==> src/verilog/usf_params.svh <==
// Constants shared by the slave frame front end.
`ifndef USF_PARAMS_SVH
`define USF_PARAMS_SVH
`define USF_CRC_INIT 8'hFF
`define USF_CRC_POLY 8'h31
`define USF_BC_BIT 6
`define USF_WR_BIT 7
`define USF_LEN_LSB 4
`define USF_SYNC_EDGES 3'h4
`define USF_SYNC_SHIFT 3
`define USF_STOP_BIT 4'h9
`define USF_HDR_BYTES 4'h2
`define USF_BC_ADDR 4'h0
`define USF_CNT_W 20
`define USF_PER_W 16
`endif

==> src/verilog/usf_pkg.sv <==
// Types and helper functions of the slave frame front end.
`default_nettype none
`include "usf_params.svh"
package usf_pkg;
  typedef enum logic [3:0] {ST_IDLE, ST_SYNC, ST_WAIT, ST_BIT, ST_EXEC, ST_RD, ST_RDW, ST_NEXT, ST_TX} usf_st_e;
  typedef enum logic [1:0] {TK_DATA, TK_STAT, TK_CRC, TK_END} usf_txk_e;

  typedef struct packed {
    usf_st_e st;
    usf_txk_e txk;
    logic rx1, rx2, rx3, rxf, rxp;
    logic [2:0] ap1, ap2, ap3, apf;
    logic [`USF_CNT_W-1:0] cnt, idle;
    logic [`USF_PER_W-1:0] per;
    logic [2:0] edges;
    logic [3:0] bitn, bi, i, stored, addr;
    logic [7:0] sh, tsel, idx, crc, tcrc;
    logic [8:0] txsh;
    logic ph, resp, tx, oe, reg_wr, reg_rd, wdr, eclk, dima, dimb, fwe;
    logic [7:0] reg_idx, reg_wdata, fwd;
    logic [2:0] fwa;
  } usf_st_s;

  // One byte of an MSB-first CRC-8, shared by the receive check and the reply.
  function automatic logic [7:0] usf_crc8(input logic [7:0] c, input logic [7:0] d);
    logic [7:0] r;
    r = c ^ d;
    for (int k = 0; k < 8; k++) begin
      r = r[7] ? ((r << 1) ^ `USF_CRC_POLY) : (r << 1);
    end
    return r;
  endfunction : usf_crc8

  function automatic logic [3:0] usf_len(input logic [7:0] t);
    return 4'(4'h1 << t[`USF_LEN_LSB +: 2]);
  endfunction : usf_len

  function automatic logic usf_bcast(input logic [7:0] t);
    return t[`USF_BC_BIT] && (t[3:0] == `USF_BC_ADDR);
  endfunction : usf_bcast
endpackage : usf_pkg
`default_nettype wire

==> src/verilog/usf_fbuf_if.sv <==
// Port bundle between the frame parser and its payload buffer.
`default_nettype none
interface usf_fbuf_if;
  logic we;
  logic [2:0] wa;
  logic [7:0] wd;
  logic [2:0] ra;
  logic [7:0] rd;
  modport ctrl (output we, output wa, output wd, output ra, input rd);
  modport mem (input we, input wa, input wd, input ra, output rd);
endinterface : usf_fbuf_if
`default_nettype wire

==> src/verilog/usf_slave.sv <==
// Slave frame front end: address choice, frame parsing, register access and reply.
// Contract
// - Internal select set: address from stored value.
// - Internal select set: pins become dimming inputs.
// - Internal select clear: stored bit3 plus pins.
// - Stored bit3 resets per variant.
// - Verified unicast frame answers read data (reads only), status, then CRC.
// - Broadcast frames get no answer.
// - Bit timing learned from the preamble.
// - Target-select byte follows preamble, low nibble address.
// - Bits 5-4 give payload length 1/2/4/8.
// - Bit 6 broadcasts only with address zero.
// - Bit 7 high writes, low reads.
// - Register index byte follows target-select.
// - Write data byte count matches length field; read frames carry no data bytes.
// - Every frame CRC checked before acting.
// - Bytes are start, eight LSB-first, stop.
// - CRC mismatch: drop frame, no watchdog refresh.
// - Mid-frame idle past timeout restarts at preamble.
// - Burst bytes go to consecutive indices.
`default_nettype none
`include "usf_params.svh"
module usf_slave
  import usf_pkg::*;
#(
  parameter bit ALT_VARIANT = 1'b0
) (
  input wire logic core_clk,                       // System clock, 100 MHz.
  input wire logic nrst,                           // Asynchronous reset, active low.
  input wire logic rx_pin,                         // Link receive line, idle high.
  input wire logic [2:0] address_pins,             // Address pins 2..0.
  input wire logic internal_address_select,        // Stored address select.
  input wire logic [3:0] stored_slave_address,     // Stored address value.
  input wire logic stored_addr_load,               // Load stored address.
  input wire logic [`USF_CNT_W-1:0] frame_idle_timeout, // Idle timeout in cycles, 0 disables.
  input wire logic [7:0] status_flag_register,     // Status byte for replies.
  input wire logic [7:0] reg_rdata,                // Register read data.
  output logic tx_pin,                             // Link transmit line.
  output logic tx_oe,                              // Transmit drive enable.
  output logic reg_wr,                             // Register write strobe.
  output logic reg_rd,                             // Register read strobe.
  output logic [7:0] reg_idx,                      // Register index.
  output logic [7:0] reg_wdata,                    // Register write data.
  output logic wd_refresh,                         // Link watchdog refresh pulse.
  output logic ext_dim_clk,                        // Dimming generator clock.
  output logic external_dimming_input_a,           // Dimming input a.
  output logic external_dimming_input_b,           // Dimming input b.
  output logic [3:0] slave_addr                    // Resolved slave address.
);
  localparam usf_st_s RST = '{st: ST_IDLE, txk: TK_DATA, rx1: 1'b1, rx2: 1'b1, rx3: 1'b1, rxf: 1'b1,
                              rxp: 1'b1, stored: {ALT_VARIANT, 3'h0}, tx: 1'b1, default: '0};

  usf_st_s s;
  usf_st_s n;
  usf_fbuf_if fb ();

  usf_fbuf u_fbuf (
    .core_clk(core_clk),
    .nrst(nrst),
    .fb(fb.mem)
  );

  logic fall;
  logic last_bit;
  logic is_crc;
  logic crc_ok;
  logic accept;
  logic go;
  logic [7:0] tb;
  logic [3:0] len;

  assign fall = s.rxp && !s.rxf;
  assign len = usf_len(s.tsel);
  assign last_bit = (s.st == ST_BIT) && (s.cnt == '0) && (s.bitn == `USF_STOP_BIT) && s.rxf;
  assign is_crc = (s.bi >= `USF_HDR_BYTES) && !(s.tsel[`USF_WR_BIT] && (s.bi - `USF_HDR_BYTES) < len);
  assign crc_ok = (s.sh == s.crc);
  assign accept = usf_bcast(s.tsel) || (s.tsel[3:0] == s.addr);
  assign fb.we = s.fwe;
  assign fb.wa = s.fwa;
  assign fb.wd = s.fwd;
  assign fb.ra = s.i[2:0];

  always_comb begin
    n = s;
    go = 1'b0;
    tb = '0;
    n.rx1 = rx_pin;
    n.rx2 = s.rx1;
    n.rx3 = s.rx2;
    n.ap1 = address_pins;
    n.ap2 = s.ap1;
    n.ap3 = s.ap2;
    if (s.rx2 == s.rx3) begin
      n.rxf = s.rx3;
    end
    if (s.ap2 == s.ap3) begin
      n.apf = s.ap3;
    end
    n.rxp = s.rxf;
    if (stored_addr_load) begin
      n.stored = stored_slave_address;
    end
    n.addr = internal_address_select ? s.stored : {s.stored[3], s.apf};
    n.eclk = internal_address_select & s.apf[2];
    n.dima = internal_address_select & s.apf[1];
    n.dimb = internal_address_select & s.apf[0];
    n.reg_wr = 1'b0;
    n.reg_rd = 1'b0;
    n.wdr = 1'b0;
    n.fwe = 1'b0;
    case (s.st)
      ST_IDLE: begin
        n.oe = 1'b0;
        n.tx = 1'b1;
        n.resp = 1'b0;
        if (fall) begin
          n.cnt = '0;
          n.edges = '0;
          n.st = ST_SYNC;
        end
      end
      ST_SYNC: begin
        n.cnt = s.cnt + 1'b1;
        if (fall) begin
          n.edges = s.edges + 1'b1;
          // The fifth falling edge of a 01010101 preamble lies eight bit times after the first.
          if (s.edges == `USF_SYNC_EDGES - 3'h1) begin
            n.per = `USF_PER_W'((s.cnt + 1'b1) >> `USF_SYNC_SHIFT);
            n.bi = '0;
            n.crc = `USF_CRC_INIT;
            n.st = ST_WAIT;
          end
        end
      end
      ST_WAIT: begin
        if (fall) begin
          n.cnt = `USF_CNT_W'(s.per >> 1);
          n.bitn = '0;
          n.st = ST_BIT;
        end
      end
      ST_BIT: begin
        if (s.cnt != '0) begin
          n.cnt = s.cnt - 1'b1;
        end else begin
          n.cnt = `USF_CNT_W'(s.per - 1'b1);
          n.bitn = s.bitn + 1'b1;
          if (s.bitn == '0 && s.rxf) begin
            n.st = ST_WAIT;
          end else if (s.bitn != `USF_STOP_BIT) begin
            if (s.bitn != '0) begin
              n.sh = {s.rxf, s.sh[7:1]};
            end
          end else if (!s.rxf) begin
            n.st = ST_IDLE;
          end else begin
            n.st = ST_WAIT;
            n.bi = s.bi + 1'b1;
            if (s.bi == '0) begin
              n.tsel = s.sh;
              n.crc = usf_crc8(s.crc, s.sh);
            end else if (s.bi == 4'h1) begin
              n.idx = s.sh;
              n.crc = usf_crc8(s.crc, s.sh);
            end else if (!is_crc) begin
              n.fwe = 1'b1;
              n.fwa = 3'(s.bi - `USF_HDR_BYTES);
              n.fwd = s.sh;
              n.crc = usf_crc8(s.crc, s.sh);
            end else begin
              n.st = ST_IDLE;
              n.i = '0;
              n.ph = 1'b0;
              n.txk = s.tsel[`USF_WR_BIT] ? TK_STAT : TK_DATA;
              n.tcrc = `USF_CRC_INIT;
              if (crc_ok && accept) begin
                n.wdr = 1'b1;
                n.resp = !usf_bcast(s.tsel);
                if (s.tsel[`USF_WR_BIT]) begin
                  n.st = ST_EXEC;
                end else if (!usf_bcast(s.tsel)) begin
                  n.st = ST_NEXT;
                end
              end
            end
          end
        end
      end
      ST_EXEC: begin
        // Buffer read data lag the read address by one cycle, so writes go out every other cycle.
        n.ph = !s.ph;
        if (s.ph) begin
          n.reg_wr = 1'b1;
          n.reg_idx = s.idx + {4'h0, s.i};
          n.reg_wdata = fb.rd;
          n.i = s.i + 1'b1;
          if (s.i == len - 1'b1) begin
            n.st = s.resp ? ST_NEXT : ST_IDLE;
          end
        end
      end
      ST_RD: begin
        n.reg_rd = 1'b1;
        n.reg_idx = s.idx + {4'h0, s.i};
        n.st = ST_RDW;
      end
      ST_RDW: begin
        tb = reg_rdata;
        go = 1'b1;
        n.i = s.i + 1'b1;
      end
      ST_NEXT: begin
        case (s.txk)
          TK_DATA: begin
            if (s.i != len) begin
              n.st = ST_RD;
            end else begin
              tb = status_flag_register;
              go = 1'b1;
              n.txk = TK_CRC;
            end
          end
          TK_STAT: begin
            tb = status_flag_register;
            go = 1'b1;
            n.txk = TK_CRC;
          end
          TK_CRC: begin
            tb = s.tcrc;
            go = 1'b1;
            n.txk = TK_END;
          end
          default: begin
            n.st = ST_IDLE;
          end
        endcase
      end
      ST_TX: begin
        if (s.cnt != '0) begin
          n.cnt = s.cnt - 1'b1;
        end else if (s.bitn == `USF_STOP_BIT) begin
          n.st = ST_NEXT;
        end else begin
          n.cnt = `USF_CNT_W'(s.per - 1'b1);
          n.bitn = s.bitn + 1'b1;
          n.tx = s.txsh[0];
          n.txsh = {1'b1, s.txsh[8:1]};
        end
      end
      default: begin
        n.st = ST_IDLE;
      end
    endcase
    if (go) begin
      n.txsh = {1'b1, tb};
      n.tcrc = usf_crc8(s.tcrc, tb);
      n.tx = 1'b0;
      n.oe = 1'b1;
      n.bitn = '0;
      n.cnt = `USF_CNT_W'(s.per - 1'b1);
      n.st = ST_TX;
    end
    // Only line changes re-arm the idle timer; a master that stalls mid-frame loses the frame.
    if (s.st inside {ST_SYNC, ST_WAIT, ST_BIT} && s.rxf == s.rxp) begin
      n.idle = s.idle + 1'b1;
      if (frame_idle_timeout != '0 && s.idle >= frame_idle_timeout) begin
        n.st = ST_IDLE;
        n.idle = '0;
      end
    end else begin
      n.idle = '0;
    end
  end

  always_ff @(posedge core_clk or negedge nrst) begin
    if (!nrst) begin
      s <= RST;
    end else begin
      s <= n;
    end
  end

  assign tx_pin = s.tx;
  assign tx_oe = s.oe;
  assign reg_wr = s.reg_wr;
  assign reg_rd = s.reg_rd;
  assign reg_idx = s.reg_idx;
  assign reg_wdata = s.reg_wdata;
  assign wd_refresh = s.wdr;
  assign ext_dim_clk = s.eclk;
  assign external_dimming_input_a = s.dima;
  assign external_dimming_input_b = s.dimb;
  assign slave_addr = s.addr;
endmodule : usf_slave
`default_nettype wire

==> src/verilog/usf_fbuf.sv <==
// Eight-byte payload buffer with registered read data.
`default_nettype none
module usf_fbuf
  import usf_pkg::*;
(
  input wire logic core_clk, // System clock.
  input wire logic nrst,     // Asynchronous reset, active low.
  usf_fbuf_if.mem fb         // Write and read port.
);
  typedef struct packed {
    logic [7:0][7:0] m;
    logic [7:0] rd;
  } usf_fb_s;

  usf_fb_s s;
  usf_fb_s n;

  always_comb begin
    n = s;
    if (fb.we) begin
      n.m[fb.wa] = fb.wd;
    end
    n.rd = s.m[fb.ra];
  end

  always_ff @(posedge core_clk or negedge nrst) begin
    if (!nrst) begin
      s <= '0;
    end else begin
      s <= n;
    end
  end

  assign fb.rd = s.rd;
endmodule : usf_fbuf
`default_nettype wire

==> config.mk <==
export PLATFORM = sky130hd
export DESIGN_NAME = usf_slave
export DESIGN_NICKNAME = d
export VERILOG_FILES = /design/src/verilog/usf_pkg.sv /design/src/verilog/usf_fbuf_if.sv /design/src/verilog/usf_slave.sv /design/src/verilog/usf_fbuf.sv
export VERILOG_INCLUDE_DIRS = /design/src /design/src/verilog
export SDC_FILE = /design/constraint.sdc
export NUM_CORES = 1
export LEC_CHECK = 0
export BUFFER_PORTS_ARGS = -buffer_cell sky130_fd_sc_hd__buf_2
export CAP_MARGIN = 20
export CORE_ASPECT_RATIO = 1.1
export CORE_MARGIN = 2
export CORE_UTILIZATION = 65
export DETAILED_ROUTE_END_ITERATION = 16
export PLACE_DENSITY = 0.84
export SYNTH_ARGS = -nofsm -noshare
export SYNTH_HDL_FRONTEND = slang
export SYNTH_SLANG_ARGS = --single-unit
==> constraint.sdc <==
create_clock -name core_clk -period 8.8 [get_ports core_clk]
set_input_delay 2.64 -clock core_clk [delete_from_list [all_inputs] [get_ports core_clk]]
set_output_delay 2.64 -clock core_clk [all_outputs]
set_load 0.01 [all_outputs]
==> summary.txt, run 1 <==
Run status
  • Status: finished clean

Layout
  • Fraction of layout cells with a size suffix above 1: 0.207
  • N_diodes: 0
  • Util after Layout: 0.735
  • Area grow syn2layout: 10.4%
  • Nets: ~1500

Floorplan
  • Core area: 21500 µm²
  • Die area: 23200 µm²
  • Die height: about 160 µm
  • Die Wd: 146 µm
  • I/O pin total: 76
  • Initial Utilization: 0.666
  • Row count: 56

Clock tree
  • Hold_buf cts: 0
  • Post-CTS Resized: 0
  • Root Buffer: clkbuf_16
  • Worst-path clk slew: ~0.06 ns
  • Post-CTS setup buffer count: 0
  • Clock Latency Late Sink: 0.55 ns
  • H-tree depth: 1
  • Clock Path Buffers: 3
  • Clock sink count: around 260
  • CTS Buf Count: 27
  • CTS tree: done

Pwr
  • Logic pwr share: 0.053
  • P_leak: ~7.3 nW
  • Maximum VDD drop: approximately 0.15 mV
  • Power Density: 169 nW/µm²
  • Total power: 0.00267 W
  • Reg power frac: 0.467
  • Int Power: ~0.0021 W
  • Psw: around 0.00059 W
  • Fraction of power spent switching nets: 0.222
  • Power share of the clock group: 0.481

Route
  • Drc violations: 0
  • DRT Wirelength: approximately 33 mm
  • Via Count: roughly 11000
  • Drt first pass iters: 5
  • Initial drt markers: ~700
  • Via-per-instance ratio: between 6 and 7
  • Post-DRT Antenna Nets: 0
  • DR WL/cell: approximately 19 µm

Timing
  • Total negative slack: 0 ns
  • Final Cycle Share: 0.560
  • Final hold vios: 0
  • Final slew viol count: 0
  • Worst-Margin Slew: ~1.1 ns
  • Worst slew margin: 0.295
  • FMAX: between 200 and 250 MHz
  • RSZ-0062 raised after global routing: false
  • Clk_skew: roughly 0.011 ns
  • Setup violators final: 0
  • Final Critical Period: 4.93 ns
  • Worst setup margin: 3.87 ns

Logic synthesis
  • Syn_area_per_cell: 10.1 µm²
  • Yosys reg bits: 261
  • Compound-Gate Fraction of Synth Area: 0.115
  • Post-synth EDFFs: 0
  • Main combinational cell family by area after synthesis: simple AND/OR/NAND/NOR gates
  • Adder-cell share of the synthesized area: 0.0440
  • Ys flop type: dfrtp_1
  • Synth cell types: about 80
  • Mapped Nets: 1513
  • Number of synthesis warnings: 0
  • Post-synthesis simple-gate area fraction: 0.152
  • Xor/xnor share of the synthesized area: 0.0716
  • Synth Cell Area: approximately 14000 µm²
  • Mux contribution to synthesized area: 0.120
  • Gate Count Post-Synth: between 1000 and 1500
  • Seq/Total Area, Yosys: 0.456
  • Post-synth ARST share: 1.00

Place
  • Pre-CTS setup slack: approximately 3.3 ns
  • GPL Wtd Cong: 0.958
  • I/O Buffers: 75
  • DP HPWL: between 20 and 25 mm

Min path
  • Tightest Hold Check Type: reg -> reg

Setup path
  • Worst setup path class: in -> reg
  • CP arrival: 5.38 ns
  • Worst Setup End Kind: flip-flop
  • WP data required: 9.25 ns
  • Worst Path Max Fanout: 20
  • Critical Path Start Type: input pin

Global route
  • Global-route usage over all layers: 0.288
  • Initial antenna violation count: 0
  • Largest net degree at the start of global routing: 148
  • Grt ovf: 0
  • First-pass GRT wire length: ~55 mm
  • Number of global-route vias before repair: about 11000

Flow run
  • Max Cap Viol: 0
## power groups by stage
stage / registers [W] / logic [W] / clock network [W]
after global placement: 0.00127 / 0.000137 / 0
after floorplan: 0.00126 / 0.0000880 / 0
after global routing: 0.00125 / 0.000157 / 0.00135
after CTS: 0.00125 / 0.000142 / 0.00130
after detailed placement: 0.00127 / 0.000142 / 0
final: 0.00125 / 0.000140 / 0.00128
## worst max-delay path: stages
cell and delay [ns]:
buf_2 0.11, ha_1 0.27, nand2b_1 0.14, a21o_1 0.17, a21o_1 0.17, a21o_1 0.18, a21o_1 0.18, a211oi_1 0.23
o2111ai_1 0.19, nand2_1 0.10, nand4_1 0.67, nor2_1 0.34
## sequential cells by signal, indices dropped and copies added, names as in the netlist
name,flops
s,137
u_fbuf.s,64
n,9
fb.wd,8
reg_idx,8
reg_wdata,8
u_fbuf.fb.rd,8
slave_addr,4
fb.ra,3
fb.wa,3
ext_dim_clk,1
external_dimming_input_a,1
external_dimming_input_b,1
fb.we,1
reg_rd,1
reg_wr,1
tx_oe,1
tx_pin,1
wd_refresh,1
## kinds of logic after synthesis
group / count (synthesis)
xor+xnor: 112
fa+ha+maj: 50
flops: 261
mux: 136
compound gates: 262
buf+inv: 133
simple gates: 462
## metrics by stage
step | std cells | area (µm²) | hold slack [ns]
global placement | 1705 | 14800 | 0.332
detailed placement | 1706 | 14800 | 0.336
global route | 1757 | 15800 | 0.356
CTS | 1756 | 15800 | 0.350
floorplan | 1416 | 14300 | 0.331
finish | 1757 | 15800 | 0.346
## metal layers
| layer | routed length, µm | vias up | track usage |
|---|---|---|---|
| li1 | - | 5047 | - |
| met1 | 13300 | 5331 | 0.362 |
| met2 | 16700 | 421 | 0.502 |
| met3 | 1880 | 113 | 0.0383 |
| met4 | 1340 | 0 | 0.122 |
| met5 | 0 | - | 0 |
## cells in the mapped netlist, drive strengths merged, types with 3 or more instances
cell type | n | area, µm²
and3 | 13 | 81.3
a21oi | 75 | 383
o221ai | 3 | 26.3
o2111ai | 3 | 26.3
mux4 | 16 | 360
nand4 | 12 | 75.1
dfrtp | 255 | 6380
o21ai | 76 | 380
or4 | 3 | 22.5
o31a | 3 | 26.3
o31ai | 9 | 72.6
o211ai | 7 | 52.6
nor4 | 20 | 131
nand2 | 163 | 612
nand3 | 32 | 160
xnor2 | 52 | 463
o22ai | 6 | 37.5
o21a | 7 | 52.6
ha | 48 | 601
nor2 | 110 | 413
a21o | 15 | 113
a21boi | 3 | 26.3
or2 | 4 | 25.0
inv | 44 | 165
a32oi | 3 | 26.3
clkbuf | 55 | 209
a221oi | 4 | 35.0
buf | 33 | 211
nand4b | 4 | 35.0
a22oi | 4 | 30.0
a22o | 5 | 43.8
nor3b | 5 | 37.5
a211oi | 9 | 67.6
xor2 | 58 | 516
nor3 | 42 | 220
or3 | 15 | 104
a31oi | 14 | 87.6
dfstp | 6 | 158
nor2b | 7 | 43.8
nand2b | 16 | 100
and2 | 10 | 62.6
mux2 | 119 | 1340
## final timing paths
| path | startpoint | endpoint | slack (ns) | depth (start not counted) |
|---|---|---|---|---|
| min reg2reg | n[172] | n[169] | 0.35 | 0 |
| min | n[172] | n[169] | 0.35 | 0 |
| max | frame_idle_timeout[0] | s[134] | 3.87 | 12 |
| max in group asynchronous | nrst | fb.we | 5.40 | 2 |
| max reg2reg | s[76] | s[163] | 4.49 | 11 |
| min in group asynchronous | nrst | reg_wdata[1] | 2.14 | 1 |
## layout make-up
| cell class | count | area [µm²] |
|---|---|---|
| well taps | 290 | 363 |
| clock inverters | 15 | 258 |
| fillers | 1477 | 5700 |
| multi-input cells | 1022 | 7210 |
| flip-flops and latches | 261 | 6540 |
| repair buffers | 89 | 514 |
| inverters | 45 | 169 |
| clock buffers | 35 | 756 |
## cells in the final DEF (no fill, tap or decap), drive strengths merged, types with 48 or more instances in the layout
| master | count |
|---|---|
| ha | 48 |
| buf | 89 |
| xor2 | 58 |
| o21ai | 76 |
| xnor2 | 52 |
| mux2 | 119 |
| nand2 | 163 |
| dfrtp | 255 |
| nor2 | 110 |
| a21oi | 75 |
(Power assumes the default switching activity.)
==> inputs of run 2 (changes only) <==
--- a/config.mk
+++ b/config.mk
@@ -10,9 +10,9 @@
 export CAP_MARGIN = 20
 export CORE_ASPECT_RATIO = 1.1
 export CORE_MARGIN = 2
-export CORE_UTILIZATION = 65
+export CORE_UTILIZATION = 62
 export DETAILED_ROUTE_END_ITERATION = 16
-export PLACE_DENSITY = 0.84
+export PLACE_DENSITY = 0.81
 export SYNTH_ARGS = -nofsm -noshare
 export SYNTH_HDL_FRONTEND = slang
 export SYNTH_SLANG_ARGS = --single-unit
==> constraint.sdc (replaced) <==
create_clock -name core_clk -period 5.15 [get_ports core_clk]
set_input_delay 1.545 -clock core_clk [delete_from_list [all_inputs] [get_ports core_clk]]
set_output_delay 1.545 -clock core_clk [all_outputs]
set_load 0.01 [all_outputs]
==> run 2 against run 1 <==
  * Global-route usage fell by 1.3 points
  * Register-to-register slack worse by 2.9 ns
  * First-iteration DRC count rose by 8.0%
  * Sequential share of layout area barely moved
  * Final cell count rose by 0.97%
==> summary.txt, run 2 (synthesis gave the netlist of run 1 again) <==
Setup path
  • Crit-path cells: nand2_1 > or3_1 > o41ai_2 > a21boi_1 > mux2_2 > xnor3_2 > xnor2_2 > xor2_1 > a21oi_1
  • Critical Path Start Type: flip-flop
  • CP arrival: 3.98 ns
  • WP data required: around 5.6 ns
  • Worst Setup End Kind: flip-flop
  • Worst Path Max Fanout: 16
  • Crit-path max cell delay: about 0.65 ns
  • Cells on worst reg2reg path: 9
  • Worst setup path class: reg -> reg
  • Max stage delay cell, worst path: dfrtp_1

Layout
  • Reg area: about 6500 µm²
  • Area of the multi-input gates: 7210 µm²
  • Area grow syn2layout: 10.3%
  • Fill count: between 1500 and 2000
  • Nets: approximately 1600
  • Largest register by flop count: s
  • Commonest non-fill, non-tap cell in the layout: dfrtp_1
  • Fraction of layout cells with a size suffix above 1: 0.210
  • Most frequent cells in the layout: dfrtp_1 (255), nand2_1 (163), mux2_2 (119), nor2_1 (110), o21ai_0 (75)
  • N_diodes: 0
  • Util after Layout: 0.693
  • Largest register FFs: 137

Clock tree
  • H-tree depth: 1
  • Worst-path clk slew: 0.06 ns
  • Clock Latency Late Sink: ~0.54 ns
  • Post-CTS setup buffer count: 0
  • Clock sink count: 261
  • CTS tree: done
  • Root Buffer: clkbuf_16
  • CTS Buf Count: 28
  • Post-CTS Resized: 0
  • Clock Path Buffers: 3
  • Hold_buf cts: 0

Timing
  • Final hold vios: 0
  • Final Critical Period: 3.57 ns
  • Clk_skew: ~0.017 ns
  • Final Cycle Share: 0.692
  • Total negative slack: 0 ns
  • Worst setup margin: about 1.6 ns
  • FMAX: roughly 280 MHz
  • Setup violators final: 0
  • Final slew viol count: 0
  • Worst-Margin Slew: 1.05 ns
  • RSZ-0062 raised after global routing: false
  • Worst slew margin: 0.296

Floorplan
  • Die Wd: ~150 µm
  • Initial Utilization: 0.629
  • Core area: between 20000 and 25000 µm²
  • Die height: roughly 160 µm
  • Row count: 58
  • I/O pin total: 76
  • Die area: ~24000 µm²

Place
  • Pre-CTS setup slack: about 1.3 ns
  • GPL Wtd Cong: between 0.9 and 1
  • I/O Buffers: 75
  • DP HPWL: approximately 22 mm

Global route
  • Number of global-route vias before repair: ~11000
  • Largest net degree at the start of global routing: between 100 and 150
  • Grt ovf: 0
  • Initial antenna violation count: 0
  • Global-route usage over all layers: 0.274
  • First-pass GRT wire length: 54.3 mm

Min path
  • Tightest Hold Check Type: reg -> reg
  • Hold-critical path depth: 0

Route
  • Post-DRT Antenna Nets: 0
  • Via-per-instance ratio: between 6 and 7
  • Initial drt markers: about 760
  • Drc violations: 0
  • DR WL/cell: 18.5 µm
  • Drt first pass iters: 7
  • Via Count: between 10000 and 15000
  • DRT Wirelength: ~33 mm

Run status
  • Status: finished clean

Pwr
  • Maximum VDD drop: roughly 0.22 mV
  • P_leak: between 7 and 8 nW
  • Power Density: between 200 and 300 nW/µm²

Flow run
  • Max Cap Viol: 0
-- run 2: cell count changes in the layout (fill, tap and decap cells not counted), sizes merged --
cell	change
clkinv	+7
buf	+6
bufinv	-3
clkinvlp	-3
-- run 2: path summary, 6_finish.rpt --
kind | startpoint | to | slack (ns)
setup / recovery | s[186] | s[52] | 1.58
hold / removal | n[173] | n[170] | 0.35
setup reg to reg | s[186] | s[52] | 1.58
hold reg to reg | n[173] | n[170] | 0.35
max in group asynchronous | nrst | n[169] | 3.17
min in group asynchronous | nrst | u_fbuf.s[50] | 0.92
-- run 2: through the flow --
step | area [µm²] | cells | hold slack (ns) | power, W
2_1_floorplan | 14300 | 1416 | 0.331 | 0.00231
5_1_grt | 15800 | 1774 | 0.355 | 0.00458
3_5_place_dp | 14800 | 1722 | 0.336 | 0.00241
4_1_cts | 15800 | 1773 | 0.349 | 0.00446
3_3_place_gp | 14800 | 1721 | 0.333 | 0.00240
6_report | 15800 | 1774 | 0.345 | 0.00442
-- run 2: per-layer routing --
layer,GRT usage,vias to the layer above,wire [µm]
li1,-,5065,-
met1,0.360,5328,13500
met2,0.480,351,16500
met3,0.0338,65,1850
met4,0.0810,0,862
met5,0,-,0
-- run 2: area by class of cell --
cell class                 count  area share
tap                          300      0.0238
clock buffer                  35      0.0485
sequential                   261       0.414
multi-input combinational   1022       0.457
timing repair buffer          95      0.0349
clock inverter                16      0.0116
inverter                      45      0.0107
-- run 2: power breakdown --
part	switching (W)	total, W	internal, W	leakage [nW]
Sequential	0.0000352	0.00213	0.00209	3.43
Combinational	0.000135	0.000244	0.000109	3.45
Clock	0.000839	0.00205	0.00121	0.471
Total	0.00101	0.00442	0.00342	7.35
-- run 2: critical path: cells and delay by family (launching register included) --
kind / cells / cell delay, ns
and+or+nand+nor: 2 / 0.85
xor gates and xnor gates: 3 / 0.85
AOI/OAI and AO/OA: 3 / 0.75
DFF: 1 / 0.65
muxes: 1 / 0.33
==> inputs of run 3 (changes only) <==
==> constraint.sdc (replaced) <==
create_clock -name core_clk -period 3.3 [get_ports core_clk]
set_input_delay 0.99 -clock core_clk [delete_from_list [all_inputs] [get_ports core_clk]]
set_output_delay 0.99 -clock core_clk [all_outputs]
set_load 0.01 [all_outputs]
==> run 3 against run 2 <==
  * Combinational power rose by 57%
  * Global-route usage grew 0.28 points
  * Hold slack better by 0.00061 ns
  * Setup slack lost 1.4 ns
  * Largest power group unchanged
==> summary.txt, run 3 (synthesis gave the netlist of run 1 again) <==
Flow run
  • Max Cap Viol: 0

Layout
  • Commonest non-fill, non-tap cell in the layout: dfrtp_1
  • Nets: around 1600
  • Post-route cell area: approximately 16000 µm²
  • Largest register FFs: between 100 and 150
  • Most frequent cells in the layout: dfrtp_1 (254), nand2_1 (163), mux2_2 (119), nor2_1 (110), o21ai_0 (75)
  • N_diodes: 0
  • Area of the multi-input gates: about 7200 µm²
  • Reg area: between 6000 and 7000 µm²
  • Util after Layout: 0.710
  • Largest register by flop count: s
  • Fraction of layout cells with a size suffix above 1: 0.232
  • Area grow syn2layout: 13.0%
  • Fill count: approximately 1600

Pwr
  • Power Density: approximately 430 nW/µm²
  • Maximum VDD drop: ~0.66 mV
  • P_leak: about 7.6 nW

Clock tree
  • CTS Buf Count: 27
  • H-tree depth: 1
  • Worst-path clk slew: ~0.060 ns
  • Clock sink count: roughly 260
  • Clock Latency Late Sink: roughly 0.55 ns
  • Root Buffer: clkbuf_16
  • Clock Path Buffers: 3
  • CTS tree: done
  • Hold_buf cts: 0

Setup path
  • Worst setup path class: reg -> reg
  • Reg2reg setup slack: 0.14 ns
  • CP arrival: around 3.6 ns
  • Worst Path Max Fanout: 8
  • WP data required: 3.71 ns
  • Cells on worst reg2reg path: 10
  • Origin of the critical flop-to-flop path: s[75]
  • Reg-to-reg endpoint: s[47]
  • Worst Setup End Kind: flip-flop
  • Critical Path Start Type: flip-flop

Timing
  • Worst slew margin: 0.383
  • Worst-Margin Slew: 0.921 ns
  • Final hold vios: 0
  • Final Cycle Share: 0.957
  • Final slew viol count: 0
  • Clk_skew: roughly 0.014 ns
  • Final Critical Period: between 3 and 4 ns
  • Worst setup margin: roughly 0.14 ns
  • Setup violators final: 0
  • FMAX: between 300 and 400 MHz
  • RSZ-0062 raised after global routing: true

Global route
  • Largest net degree at the start of global routing: 65
  • Global-route usage over all layers: 0.277
  • First-pass GRT wire length: around 55 mm
  • GRT met2 Usage: 0.488
  • Number of global-route vias before repair: about 11000
  • GR peak layer: met2
  • Met1 GRT Util: 0.355
  • Initial antenna violation count: 0
  • M3 GR Usage: 0.0307
  • Grt ovf: 0

Floorplan
  • Die area: approximately 24000 µm²
  • Core area: between 20000 and 25000 µm²
  • Die Wd: approximately 150 µm
  • Die height: about 160 µm
  • Initial Utilization: 0.629
  • I/O pin total: 76
  • Row count: a little under 60

Place
  • Pre-CTS setup slack: between 0.0015 and 0.002 ns
  • Post-DP Area: 15200 µm²
  • GPL Wtd Cong: around 0.96
  • DP HPWL: around 23 mm
  • I/O Buffers: 75

Min path
  • Hold Path Origin: n[174]
  • Tightest Hold Check Type: reg -> reg
  • Hold-critical path depth: 0
  • Hold Crit Endpoint: n[171]

Route
  • Via Count: about 11000
  • Initial drt markers: roughly 590
  • DR WL/cell: between 15 and 20 µm
  • Drc violations: 0
  • DRT Wirelength: ~33 mm
  • Post-DRT Antenna Nets: 0
  • Drt first pass iters: 7
  • Via-per-instance ratio: 6.03

Run status
  • Status: finished clean
-- run 3: changes by cell type in the layout (fill, tap and decap cells not counted), sizes merged --
| cell | change |
|---|---|
| buf | +48 |
| clkinv | -9 |
| clkbuf | +4 |
| bufinv | +2 |
-- run 3: layout make-up --
type,count,share of cell area
multi-input cells,1022,0.447
repair buffers,143,0.0577
well taps,300,0.0232
inverters,45,0.0104
clock inverters,9,0.0118
flip-flops and latches,261,0.404
clock buffers,39,0.0464
-- run 3: how the worst max path moves through the flow --
stage                           from      to  slack (ns)  cells past startpoint
6_report                       s[75]   s[47]        0.14                     10
5_1_grt                       s[101]   s[98]       -0.02                     13
4_1_cts                        s[76]   s[47]        0.09                     10
3_5_place_dp   frame_idle_timeout[0]  s[187]       0.002                     11
3_3_place_gp   frame_idle_timeout[0]  s[187]        0.10                     11
2_1_floorplan  frame_idle_timeout[0]  s[185]        0.33                     10
-- run 3: timing repair --
action | CTS | global route
resized for setup | 0 | 6
setup endpoints to repair | 0 | 11
setup buffers | 0 | 1
-- run 3: stage by stage --
step                TNS [ns]  hold slack (ns)  power (W)  std cells
floorplan                  0            0.331    0.00360       1416
global placement           0            0.333    0.00375       1770
detailed placement         0            0.336    0.00377       1770
CTS                        0            0.349    0.00700       1818
global route         -0.0393            0.356    0.00717       1819
finish                     0            0.346    0.00694       1819
-- run 3: worst max-delay path: stages, from the launching register on --
cell and delay (ns):
dfrtp_1 0.46, or4b_1 0.54, a21oi_2 0.16, nor3_2 0.10, or3_4 0.42, a21o_1 0.19
mux2i_4 0.18, xnor3_2 0.50, xnor2_2 0.22, xor2_1 0.16, a21oi_1 0.08
-- run 3: metal layers --
metal,vias up,part of all wire
met4,0,0.036
met3,104,0.054
met2,371,0.50
li1,5153,-
met1,5349,0.41
met5,-,0
-- run 3: report_power, final --
part / internal (W) / switching (W)
Sequential: 0.00327 / 0.0000547
Clock: 0.00198 / 0.00126
Combinational: 0.000176 / 0.000208
Total: 0.00542 / 0.00152
